===== src/uart_esc_pkg.sv =====
/*
  Constants and carrier types for the enhanced status and control block.
  Assumes the host bus uses the standard three-bit channel register map.
*/
package uart_esc_pkg;
  // ==========================================================================
  // Host bus map
  localparam logic [2:0] ADDR_IER = 3'h1;
  localparam logic [2:0] ADDR_LCR = 3'h3;
  localparam logic [2:0] ADDR_MCR = 3'h4;
  localparam logic [2:0] ADDR_LSR = 3'h5;
  // ==========================================================================
  // Indexed control set offsets
  localparam logic [7:0] IDX_ACR  = 8'h00;
  localparam logic [7:0] IDX_TTL  = 8'h04;
  // ==========================================================================
  // Field positions
  localparam int ACR_RXDIS = 0;
  localparam int ACR_TXDIS = 1;
  localparam int ACR_DSRFC = 2;
  localparam int ACR_DTRLO = 3;
  localparam int ACR_DTRHI = 4;
  localparam int ACR_ENTRG = 5;
  localparam int ACR_ICRRD = 6;
  localparam int ACR_ASREN = 7;
  localparam int ASR_TXHLT = 0;
  localparam int ASR_RMHLT = 1;
  // ==========================================================================
  // Reset values and terminal-ready modes
  localparam logic [7:0] ACR_RST = 8'h00;
  localparam logic [7:0] TTL_RST = 8'h00;
  localparam logic [7:0] TTL_MASK = 8'h7f;
  localparam logic [1:0] DTR_FLOW = 2'h1;
  localparam logic [1:0] DTR_ENLO = 2'h2;
  localparam logic [1:0] DTR_ENHI = 2'h3;

  typedef struct packed {
    logic done;
    logic xoff;
    logic xon;
    logic special;
  } rx_event_s;

  typedef struct packed {
    logic       wr;
    logic       rd;
    logic [2:0] addr;
    logic [7:0] wdata;
  } host_req_s;
endpackage

===== src/uart_enhanced_status_control.sv =====
/*
  Enhanced status and control logic of one serial channel: additional status,
  additional control, transmit trigger level, fill-level readback, terminal-ready
  pin function and threshold selection.
  Assumes the surrounding channel supplies FIFO levels, shifter state and
  received-character events synchronous to clk, and holds the other registers.
*/
// How it works
// - Receiver XOFF sets local halt; received XON, write 0 or reset clears it.
// - Sent XOFF sets remote halt; XON clears; writing 0 sends XON.
// - Upper six status bits are read-only.
// - Out-of-band bits show inverted pins, or halt state in loopback.
// - Special flag sets on stored special character, clears on status read.
// - FIFO-select bit shows the live select pin.
// - FIFO-size bit is 0 for 16 deep, 1 for 128 deep.
// - Idle bit is 1 only with transmit FIFO and shifter empty.
// - Receiver disable keeps framing, drops data, keeps flow characters.
// - Disable changes wait for the character in progress.
// - Transmitter disable holds data; flow characters still go.
// - DSR flow control blocks data while DSR input is high.
// - Clock select bits route a clock to terminal-ready, else config field.
// - Config 01: pin high at upper threshold, low below lower.
// - Config 10/11: driver enable while transmitter busy, released at idle.
// - Enhanced enable picks enhanced thresholds, else legacy ones.
// - Indexed-read bit maps indexed registers onto line status reads.
// - Status enable maps fill levels onto reads, status onto INTERRUPT_ENABLE_REGISTER.
// - Enhanced tx interrupt when level below seven-bit trigger.
// - Trigger zero interrupts only when fully empty and line idle.
// - Enhanced rx interrupt when level reaches receive trigger.
// - XOFF at high threshold, XON below low threshold.
`timescale 1ns/100ps
`default_nettype none
module uart_enhanced_status_control
  import uart_esc_pkg::*;
(
  input  wire logic       clk,
  input  wire logic       nrst,
  input  wire logic       chan_soft_rst,
  input  wire host_req_s  host_req,
  input  wire logic       icr_wr,
  input  wire logic [7:0] icr_index,
  input  wire logic [7:0] icr_other_rdata,
  input  wire logic [7:0] ier_value,
  input  wire logic [7:0] lcr_value,
  input  wire logic [7:0] mcr_value,
  input  wire logic [7:0] lsr_value,
  input  wire rx_event_s  rx_event,
  input  wire logic       rx_busy,
  input  wire logic       tx_busy,
  input  wire logic [7:0] tx_level,
  input  wire logic [7:0] rx_level,
  input  wire logic       tx_shift_empty,
  input  wire logic       serial_output_idle,
  input  wire logic       xoff_sent,
  input  wire logic       xon_sent,
  input  wire logic       inband_flow_en,
  input  wire logic       loopback,
  input  wire logic       rts_n_pin,
  input  wire logic       dsr_n,
  input  wire logic       fifo_size_select_pin,
  input  wire logic       fifo_size_128,
  input  wire logic [1:0] clock_select_out,
  input  wire logic       tx_clk_1x,
  input  wire logic       baud_clk_nx,
  input  wire logic       dtr_n_legacy,
  input  wire logic [7:0] receive_trigger_level,
  input  wire logic [7:0] flow_low_threshold,
  input  wire logic [7:0] flow_high_threshold,
  input  wire logic [7:0] legacy_tx_trigger,
  input  wire logic [7:0] legacy_rx_trigger,
  input  wire logic [7:0] legacy_flow_low,
  input  wire logic [7:0] legacy_flow_high,
  output logic [7:0]      rdata_ff,
  output logic            rx_store_ff,
  output logic            special_detect_ff,
  output logic            tx_data_permit_ff,
  output logic            xoff_req_ff,
  output logic            xon_req_ff,
  output logic            dtr_n_ff,
  output logic            tx_int_req_ff,
  output logic            rx_int_req_ff,
  output logic [7:0]      additional_control_ff
);
  // ==========================================================================
  // Registers and decode
  logic [7:0] transmit_trigger_level_ff;
  logic       tx_halted_ff;
  logic       remote_halted_ff;
  logic       special_flag_ff;
  logic       rx_dis_ff;
  logic       tx_dis_ff;
  logic       flow_halt_ff;
  logic [7:0] additional_status;
  logic [7:0] nxt_rdata;
  logic [7:0] thr_tx;
  logic [7:0] thr_rx;
  logic [7:0] thr_lo;
  logic [7:0] thr_hi;
  logic       tx_idle;
  logic       asr_wr;
  logic       asr_rd;
  logic       rx_flow_char;
  logic       clr_remote;
  function automatic logic hit(input logic [2:0] a, input logic [2:0] ref_a);
    hit = (a == ref_a);
  endfunction
  assign asr_wr = host_req.wr && additional_control_ff[ACR_ASREN] && hit(host_req.addr, ADDR_IER);
  assign asr_rd = host_req.rd && additional_control_ff[ACR_ASREN] && hit(host_req.addr, ADDR_IER);
  assign clr_remote = asr_wr && !host_req.wdata[ASR_RMHLT];
  assign rx_flow_char = inband_flow_en && (rx_event.xoff || rx_event.xon);
  assign tx_idle = (tx_level == 8'h00) && tx_shift_empty;

  always_ff @(posedge clk or negedge nrst) begin
    if (!nrst) begin
      additional_control_ff <= ACR_RST;
      transmit_trigger_level_ff <= TTL_RST;
    end else if (chan_soft_rst) begin
      additional_control_ff <= ACR_RST;
      transmit_trigger_level_ff <= TTL_RST;
    end else if (icr_wr && icr_index == IDX_ACR) begin
      additional_control_ff <= host_req.wdata;
    end else if (icr_wr && icr_index == IDX_TTL) begin
      transmit_trigger_level_ff <= host_req.wdata & TTL_MASK;
    end
  end

  // ==========================================================================
  // Thresholds
  always_comb begin
    if (additional_control_ff[ACR_ENTRG]) begin
      thr_tx = transmit_trigger_level_ff;
      thr_rx = receive_trigger_level;
      thr_lo = flow_low_threshold;
      thr_hi = flow_high_threshold;
    end else begin
      thr_tx = legacy_tx_trigger;
      thr_rx = legacy_rx_trigger;
      thr_lo = legacy_flow_low;
      thr_hi = legacy_flow_high;
    end
  end

  // ==========================================================================
  // Status flags
  // Set beats every clear except soft reset, so an event in a write, XON or read clearing cycle survives.
  always_ff @(posedge clk or negedge nrst) begin
    if (!nrst) begin
      tx_halted_ff <= 1'b0;
    end else if (chan_soft_rst) begin
      tx_halted_ff <= 1'b0;
    end else if (rx_event.done && inband_flow_en && rx_event.xoff) begin
      tx_halted_ff <= 1'b1;
    end else if ((asr_wr && !host_req.wdata[ASR_TXHLT]) ||
                 (rx_event.done && inband_flow_en && rx_event.xon)) begin
      tx_halted_ff <= 1'b0;
    end
  end

  always_ff @(posedge clk or negedge nrst) begin
    if (!nrst) begin
      remote_halted_ff <= 1'b0;
    end else if (chan_soft_rst) begin
      remote_halted_ff <= 1'b0;
    end else if (xoff_sent) begin
      remote_halted_ff <= 1'b1;
    end else if (xon_sent || clr_remote) begin
      remote_halted_ff <= 1'b0;
    end
  end

  always_ff @(posedge clk or negedge nrst) begin
    if (!nrst) begin
      special_flag_ff <= 1'b0;
    end else if (chan_soft_rst) begin
      special_flag_ff <= 1'b0;
    end else if (rx_event.done && rx_event.special && !rx_dis_ff && !rx_flow_char) begin
      special_flag_ff <= 1'b1;
    end else if (asr_rd) begin
      special_flag_ff <= 1'b0;
    end
  end

  // ==========================================================================
  // Receiver and transmitter disable, data gating
  // Disables are sampled only between characters so no frame is cut short.
  always_ff @(posedge clk or negedge nrst) begin
    if (!nrst) begin
      rx_dis_ff <= 1'b0;
      tx_dis_ff <= 1'b0;
    end else begin
      if (!rx_busy) begin
        rx_dis_ff <= additional_control_ff[ACR_RXDIS];
      end
      if (!tx_busy) begin
        tx_dis_ff <= additional_control_ff[ACR_TXDIS];
      end
    end
  end

  always_ff @(posedge clk or negedge nrst) begin
    if (!nrst) begin
      rx_store_ff <= 1'b0;
      special_detect_ff <= 1'b0;
      tx_data_permit_ff <= 1'b0;
    end else begin
      rx_store_ff <= rx_event.done && !rx_dis_ff && !rx_flow_char;
      special_detect_ff <= rx_event.done && rx_event.special && !rx_dis_ff;
      tx_data_permit_ff <= !tx_dis_ff && !tx_halted_ff &&
                           !(additional_control_ff[ACR_DSRFC] && dsr_n);
    end
  end

  // ==========================================================================
  // Receive flow control and flow characters
  always_ff @(posedge clk or negedge nrst) begin
    if (!nrst) begin
      flow_halt_ff <= 1'b0;
    end else if (chan_soft_rst) begin
      flow_halt_ff <= 1'b0;
    end else if (rx_level >= thr_hi) begin
      flow_halt_ff <= 1'b1;
    end else if (rx_level < thr_lo) begin
      flow_halt_ff <= 1'b0;
    end
  end

  always_ff @(posedge clk or negedge nrst) begin
    if (!nrst) begin
      xoff_req_ff <= 1'b0;
      xon_req_ff <= 1'b0;
    end else begin
      xoff_req_ff <= inband_flow_en && (rx_level >= thr_hi) && !flow_halt_ff;
      xon_req_ff <= (inband_flow_en && flow_halt_ff && (rx_level < thr_lo) &&
                     !(rx_level >= thr_hi)) || clr_remote;
    end
  end

  // ==========================================================================
  // Terminal-ready pin
  always_ff @(posedge clk or negedge nrst) begin
    if (!nrst) begin
      dtr_n_ff <= 1'b1;
    end else if (clock_select_out[0]) begin
      dtr_n_ff <= tx_clk_1x;
    end else if (clock_select_out[1]) begin
      dtr_n_ff <= baud_clk_nx;
    end else begin
      unique case (additional_control_ff[ACR_DTRHI:ACR_DTRLO])
        DTR_FLOW: dtr_n_ff <= flow_halt_ff;
        DTR_ENLO: dtr_n_ff <= tx_idle && serial_output_idle;
        DTR_ENHI: dtr_n_ff <= !(tx_idle && serial_output_idle);
        default:  dtr_n_ff <= dtr_n_legacy;
      endcase
    end
  end

  // ==========================================================================
  // Interrupt requests
  always_ff @(posedge clk or negedge nrst) begin
    if (!nrst) begin
      tx_int_req_ff <= 1'b0;
      rx_int_req_ff <= 1'b0;
    end else begin
      if (additional_control_ff[ACR_ENTRG] && (thr_tx == 8'h00)) begin
        tx_int_req_ff <= ier_value[1] && tx_idle && serial_output_idle;
      end else begin
        tx_int_req_ff <= ier_value[1] && (tx_level < thr_tx);
      end
      rx_int_req_ff <= ier_value[0] && (rx_level >= thr_rx);
    end
  end

  // ==========================================================================
  // Read path
  always_comb begin
    additional_status = {tx_idle,
                         fifo_size_128,
                         fifo_size_select_pin,
                         special_flag_ff,
                         loopback ? flow_halt_ff : !dtr_n_ff,
                         loopback ? flow_halt_ff : !rts_n_pin,
                         remote_halted_ff,
                         tx_halted_ff};
  end

  always_comb begin
    unique case (host_req.addr)
      ADDR_IER: nxt_rdata = additional_control_ff[ACR_ASREN] ? additional_status : ier_value;
      ADDR_LCR: nxt_rdata = additional_control_ff[ACR_ASREN] ? tx_level : lcr_value;
      ADDR_MCR: nxt_rdata = additional_control_ff[ACR_ASREN] ? rx_level : mcr_value;
      ADDR_LSR: begin
        if (!additional_control_ff[ACR_ICRRD]) begin
          nxt_rdata = lsr_value;
        end else if (icr_index == IDX_ACR) begin
          nxt_rdata = additional_control_ff;
        end else if (icr_index == IDX_TTL) begin
          nxt_rdata = transmit_trigger_level_ff;
        end else begin
          nxt_rdata = icr_other_rdata;
        end
      end
      default: nxt_rdata = 8'h00;
    endcase
  end

  always_ff @(posedge clk or negedge nrst) begin
    if (!nrst) begin
      rdata_ff <= 8'h00;
    end else if (host_req.rd) begin
      rdata_ff <= nxt_rdata;
    end
  end
endmodule
`default_nettype wire


===== config.mk =====
export PLATFORM = sky130hd
export DESIGN_NAME = uart_enhanced_status_control
export DESIGN_NICKNAME = d
export VERILOG_FILES = /design/src/uart_esc_pkg.sv /design/src/uart_enhanced_status_control.sv
export SDC_FILE = /design/constraint.sdc
export NUM_CORES = 1
export LEC_CHECK = 0
export ABC_AREA = 1
export BUFFER_PORTS_ARGS = -buffer_cell sky130_fd_sc_hd__buf_2
export CAP_MARGIN = 5
export CELL_PAD_IN_SITES_DETAIL_PLACEMENT = 1
export CELL_PAD_IN_SITES_GLOBAL_PLACEMENT = 1
export CORE_ASPECT_RATIO = 0.9
export CORE_UTILIZATION = 31
export CTS_CLUSTER_SIZE = 12
export DETAILED_ROUTE_END_ITERATION = 6
export PLACE_DENSITY_LB_ADDON = 0.3
export REMOVE_ABC_BUFFERS = 1
export SETUP_SLACK_MARGIN = 0.4
export SYNTH_ARGS = -nofsm -noshare
export SYNTH_HDL_FRONTEND = slang
export SYNTH_SLANG_ARGS = --single-unit

===== constraint.sdc =====
create_clock -name clk -period 2.05 [get_ports clk]
set_input_delay 0.1025 -clock clk [delete_from_list [all_inputs] [get_ports clk]]
set_output_delay 0.1025 -clock clk [all_outputs]
set_load 0.03 [all_outputs]

==> results by group, run 1 <==
Status
  • Outcome: finished, final reports clean

Yosys
  • Netlist Area Pre-Place: 3570 µm²
  • Yosys warns: 0
  • Synthesized flop and latch total: 37
  • Unique masters post-synth: 40
  • Most used flip-flop cell after synthesis: dfrtp_1
  • Async set-or-reset flop fraction in the synthesized netlist: 100%
  • Register area share after synthesis: 26.0%
  • Syn avg cell area: 6.90 µm²
  • Post-Syn Instances: 517
  • Post-synth EDFFs: 0

Cells and area
  • Top flop regs: additional_control_ff (8), rdata_ff (8), transmit_trigger_level_ff (7)
  • Share of layout cells above drive strength 1: 36.3%
  • Number of diodes: 0
  • Final Util: 44.8%
  • Layout Nets: 893
  • Non-Filler Cell Area, Final: 4940 µm²
  • Most common cell after layout, fill and taps aside: buf_2
  • Layout area overhead: 38.5%
  • Commonest cells after routing, fill and taps aside: buf_2, nand2_1, inv_1

Global routing
  • GRT Total Usage: 23.9%
  • Vias in the first global route: 4,543
  • Initial antenna violation count: 1
  • First-pass GRT wire length: 22.2 mm
  • GRT overflow: 0
  • Met3 usage: 4.27%
  • Gr busiest metal: met2
  • Met1 Use GR: 31.5%
  • Pin count of the biggest net entering global routing: 38
  • Met2 Usage GRT: 39.5%

Route
  • Drt via density: 4.94
  • Iter 0 DRT Violations: 156
  • Detailed Route WL: 14.2 mm
  • DRT Pass-1 Iters: 4
  • Via count: 4,240
  • Wire per inst: 16.6 µm
  • Post-route ant nets: 0
  • DRC violations left: 0

Critical path
  • Slowest-stage cell, CP: dfrtp_2
  • Worst R2R Setup Slack: 0.18 ns
  • Slowest stage delay, CP: 0.47 ns
  • Startpoint types: flop
  • Crit Path Class: flop to flop
  • CP Cell Sequence: clkbuf_16 -> buf_4 -> mux2i_1 -> ha_1 -> nand2_1 -> nand2_2 -> nand2_1 -> nand2_1 -> nand2_1 -> nand2_1 -> nor2_1 -> nand2_1 -> nand2_1
  • Critical Path Stages: 13
  • Critical path destination: xon_req_ff
  • Reg2reg path depth: 13
  • RR Startpoint: additional_control_ff[5]
  • Required time worst endpoint: 2.27 ns
  • Top delay family on crit path: simple AND/OR/NAND/NOR gates
  • Crit path from: additional_control_ff[5]
  • Crit path max fanout: 6
  • CP Buf/Inv Count: 2
  • Critical Path Most Common Cell: nand2_1
  • Critical Path End Type: flop
  • Arrival @ worst endpoint: 2.09 ns
  • R2R Path End: xon_req_ff

Timing
  • RSZ-0062 raised after global routing: true
  • FMAX: 535 MHz
  • Hold Vio Cnt, Final: 0
  • Fin crit period: 1.87 ns
  • Tcrit/Tclk final: 91.2%
  • Final setup vio count: 0
  • Setup ws final: 0.181 ns
  • Clock skew: 0.00552 ns
  • Max Slew Vio Count: 0
  • Min Hold Slack: 0.0427 ns
  • Slew of the pin with the lowest slew margin: 0.891 ns
  • Rel. slew slack: 40.6%

Die
  • Starting density of the core: 32.3%
  • Die Width: 115 µm
  • Die area: 11,900 µm²
  • # rows: 36
  • Core area: 11,000 µm²
  • Die height: 104 µm
  • I/O pin count: 182

CTS
  • Worst skew pair latency: 0.28 ns
  • Clk buf depth: 2
  • # H-tree levels: 2
  • Clk sink count: 37
  • Clock Root Buffer: clkbuf_16
  • Clock-pin slew on the worst setup and hold paths: 0.06 ns
  • TritonCTS Buffers: 5
  • CTS tree: done

Placed design
  • Post-Place Worst Slack: 0.0643 ns
  • Final GP Congestion: 0.917
  • Port buffer count: 181
  • DPL Wire Length: 11.5 mm
  • Placed cell area: 4600 µm²

Pwr
  • Worst VDD drop: 331 µV
  • Overall power: 2640 µW
  • Leak: 0.00273 µW
  • Pwr/cell area: 533 nW/µm²

Run
  • Max-Cap Viols: 0

Min path
  • HP Class: input pin to flop
  • Hold Path Stages: 3
## metal layers
metal / wire length, µm / part of all wire (%) / vias up
li1: - / - / 2072
met5: 13 / 0.091 / -
met3: 762 / 5.4 / 34
met1: 6380 / 45 / 1995
met4: 379 / 2.7 / 2
met2: 6680 / 47 / 137
## cell families after synthesis
logic type	count (synthesis)	share of synthesized area (%)
adder cells (fa/ha/maj)	30	10.5
multiplexers	23	6.48
AND/OR/NAND/NOR	274	33.6
buffers and inverters	73	9.64
AO/OA/AOI/OAI	80	13.8
flip-flops	37	26.0
## worst register-to-register path: cells and delay by family, from the launching register on
family / cells / cell delay, ns
buffers and inverters: 2 / 0.33
muxes: 1 / 0.14
DFF: 1 / 0.47
and+or+nand+nor: 9 / 0.60
adders and majority gates: 1 / 0.25
## how the worst min path moves through the flow
stage / startpoint / to / slack, ns
after detailed placement: nrst / rdata_ff[6] / 0.28
final: rx_event[0] / special_detect_ff / 0.04
after CTS: rx_event[0] / special_detect_ff / 0.04
after floorplan: nrst / additional_control_ff[0] / -0.19
after global routing: ier_value[0] / rx_int_req_ff / 0.05
after global placement: nrst / rdata_ff[6] / 0.26
## what timing repair did
action	in CTS	in global routing
pin swaps	5	5
buffers inserted	4	3
setup endpoints to repair	5	5
hold endpoints to repair	37	0
hold buffers	2	0
resized for setup	7	19
gates cloned	1	1
## cells in the mapped netlist, drive strengths merged, types with 2 or more instances
| master | number | area [µm²] |
|---|---|---|
| nand2 | 182 | 716 |
| inv | 56 | 213 |
| a21oi | 40 | 211 |
| nor2 | 39 | 180 |
| nand3 | 38 | 213 |
| dfrtp | 36 | 901 |
| ha | 30 | 375 |
| o21ai | 30 | 203 |
| mux2i | 22 | 220 |
| buf | 14 | 106 |
| nand4 | 7 | 43.8 |
| nor3 | 4 | 20.0 |
| a211oi | 2 | 15.0 |
| nand3b | 2 | 15.0 |
| o21a | 2 | 15.0 |
| o31ai | 2 | 15.0 |
## power by group
group | switching (µW) | leakage, µW | internal [µW]
clock network | 328 | 0.0000631 | 452
logic | 580 | 0.00219 | 411
registers | 66.3 | 0.000477 | 800
## metrics by stage
stage               setup TNS, ns  instances
global placement                0        839
CTS                             0        854
global route                    0        858
finish                          0        858
floorplan                   -2.31        502
detailed placement              0        839
## layout make-up
type | count | area (µm²)
clock buffers | 6 | 129
repair buffers | 196 | 1090
fillers | 1462 | 6090
flip-flops and latches | 37 | 928
inverters | 58 | 236
well taps | 152 | 190
clock inverters | 2 | 15.0
multi-input cells | 407 | 2360
Note: power is estimated with default switching activity, not from simulation.
==> run 2, diff against run 1 <==
--- a/config.mk
+++ b/config.mk
@@ -11,7 +11,9 @@
 export CELL_PAD_IN_SITES_DETAIL_PLACEMENT = 1
 export CELL_PAD_IN_SITES_GLOBAL_PLACEMENT = 1
 export CORE_ASPECT_RATIO = 0.9
-export CORE_UTILIZATION = 31
+export CORE_MARGIN = 3
+export CORE_UTILIZATION = 32
+export CTS_BUF_LIST = sky130_fd_sc_hd__clkbuf_8
 export CTS_CLUSTER_SIZE = 12
 export DETAILED_ROUTE_END_ITERATION = 6
 export PLACE_DENSITY_LB_ADDON = 0.3
==> run 2 against run 1 <==
  * Sequential power shrank 0.6%
  * Utilization increased by 3.0 points
  * Die area is 4.3% higher
  * Largest power group unchanged
  * Cell area up 2.1%
  * Register-to-register slack got worse by 0.07 ns
  * Combinational power up 7%
  * Clock skew is 0.010 ns higher
  * Final cell count up 0.47%
  * Highest routed layer unchanged
  * Via count rose by 1.5%
  * Fmax down 3.5%
==> results by group, run 2 (synthesis results as in run 1) <==
Critical path
  • Startpoint types: flop
  • Arrival @ worst endpoint: 2.15 ns
  • Slowest-stage cell, CP: dfrtp_2
  • Slowest stage delay, CP: 0.48 ns
  • RR Startpoint: additional_control_ff[5]
  • CP Cell Sequence: buf_12 -> mux2i_2 -> ha_1 -> a21oi_2 -> o21ai_2 -> nand2_1 -> nand2_1 -> a21oi_2 -> nand3b_1 -> inv_1
  • Top delay family on crit path: flip-flops
  • Crit path max fanout: 7
  • Critical Path End Type: flop
  • Crit Path Class: flop to flop
  • Required time worst endpoint: 2.27 ns
  • CP Buf/Inv Count: 2
  • Crit path from: additional_control_ff[5]

Min path
  • Hold Crit Start: rx_event[0]
  • HP Class: input pin to flop

Cells and area
  • Number of diodes: 0
  • Layout area overhead: 41.4%
  • Share of layout cells above drive strength 1: 39.1%
  • Top flop regs: additional_control_ff (8), rdata_ff (8), transmit_trigger_level_ff (7)
  • Most common cell after layout, fill and taps aside: buf_2
  • Commonest cells after routing, fill and taps aside: buf_2, nand2_1, inv_1
  • Layout Nets: 901
  • Non-Filler Cell Area, Final: 5050 µm²

Die
  • Die height: 106 µm
  • Die Width: 117 µm
  • Core area: 10,600 µm²
  • Starting density of the core: 33.8%
  • Die area: 12,500 µm²
  • I/O pin count: 182
  • # rows: 35

Placed design
  • DPL Wire Length: 11.9 mm
  • Port buffer count: 181
  • Post-Place Worst Slack: 0.00822 ns
  • Final GP Congestion: 0.914
  • Placed cell area: 4600 µm²

CTS
  • CTS tree: done
  • Clock Root Buffer: clkbuf_8
  • Clock-pin slew on the worst setup and hold paths: 0.10 ns
  • Clk buf depth: 2
  • Clk sink count: 37
  • Worst skew pair latency: 0.31 ns
  • # H-tree levels: 2
  • TritonCTS Buffers: 5

Pwr
  • Pwr/cell area: 492 nW/µm²
  • Leak: 0.00276 µW
  • Worst VDD drop: 267 µV

Global routing
  • GRT Total Usage: 22.4%
  • GRT overflow: 0
  • First-pass GRT wire length: 22.5 mm
  • Vias in the first global route: 4,474
  • Initial antenna violation count: 1
  • Pin count of the biggest net entering global routing: 38

Timing
  • Clock skew: 0.0155 ns
  • FMAX: 516 MHz
  • RSZ-0062 raised after global routing: true
  • Min Hold Slack: 0.00618 ns
  • Setup ws final: 0.113 ns
  • Max Slew Vio Count: 0
  • Tcrit/Tclk final: 94.5%
  • Rel. slew slack: 42.9%
  • Fin crit period: 1.94 ns
  • Hold Vio Cnt, Final: 0
  • Slew of the pin with the lowest slew margin: 0.856 ns
  • Final setup vio count: 0

Route
  • Iter 0 DRT Violations: 147
  • DRT Pass-1 Iters: 4
  • Drt via density: 4.99
  • Via count: 4,305
  • Wire per inst: 17.2 µm
  • Post-route ant nets: 0
  • Detailed Route WL: 14.8 mm
  • DRC violations left: 0

Run
  • Max-Cap Viols: 0

Status
  • Outcome: finished, final reports clean
[run 2: path summary, 6_finish.rpt]
check	endpoint	slack, ns	cells after the start
worst max-delay path	xoff_req_ff	0.11	10
worst min-delay path	special_detect_ff	0.006	3
worst max register to register	xoff_req_ff	0.11	10
worst min register to register	special_detect_ff	0.46	1
max in group asynchronous	additional_control_ff[5]	1.03	2
min in group asynchronous	rx_dis_ff	0.44	2
[run 2: worst min-delay path, cell delays in order]
cell and delay [ns]:
buf_2 0.10, nand2_1 0.05, nor2_1 0.04
[run 2: final cells by class]
type	instances	area, µm²
repair inverters	1	5.00
multi-input cells	407	2410
repair buffers	203	1180
fillers	1411	5510
clock buffers	5	68.8
well taps	148	185
clock inverters	3	25.0
flip-flops and latches	37	928
inverters	58	248
[run 2: where the power goes]
part / switching [µW] / leakage [µW] / internal [µW]
Combinational: 610 / 0.00224 / 448
Sequential: 63.0 / 0.000477 / 798
Clock: 319 / 0.0000447 / 246
Total: 992 / 0.00276 / 1490
[run 2: metal layers]
layer	wire (µm)	vias to the layer above	global-route usage (%)
li1	-	2091	-
met1	6380	2061	28.1
met2	7320	129	39.9
met3	818	22	4.84
met4	270	2	4.36
met5	13	-	0
[run 2: stage by stage]
stage | cells | util, % | power (µW) | TNS [ns]
after floorplan | 502 | - | 1380 | -2.31
after global placement | 836 | 43.6 | 1750 | 0
after detailed placement | 836 | 43.6 | 1790 | 0
after CTS | 852 | 45.9 | 2410 | 0
after global routing | 862 | 47.8 | 2650 | 0
final | 862 | 47.8 | 2480 | 0
[run 2: what timing repair did]
item	in CTS	in global routing
pin swaps	8	18
resized for setup	20	26
endpoints found under the setup margin	5	6
hold buffers	3	0
setup buffers	3	8
endpoints found under the hold margin	38	0
cloned	2	2
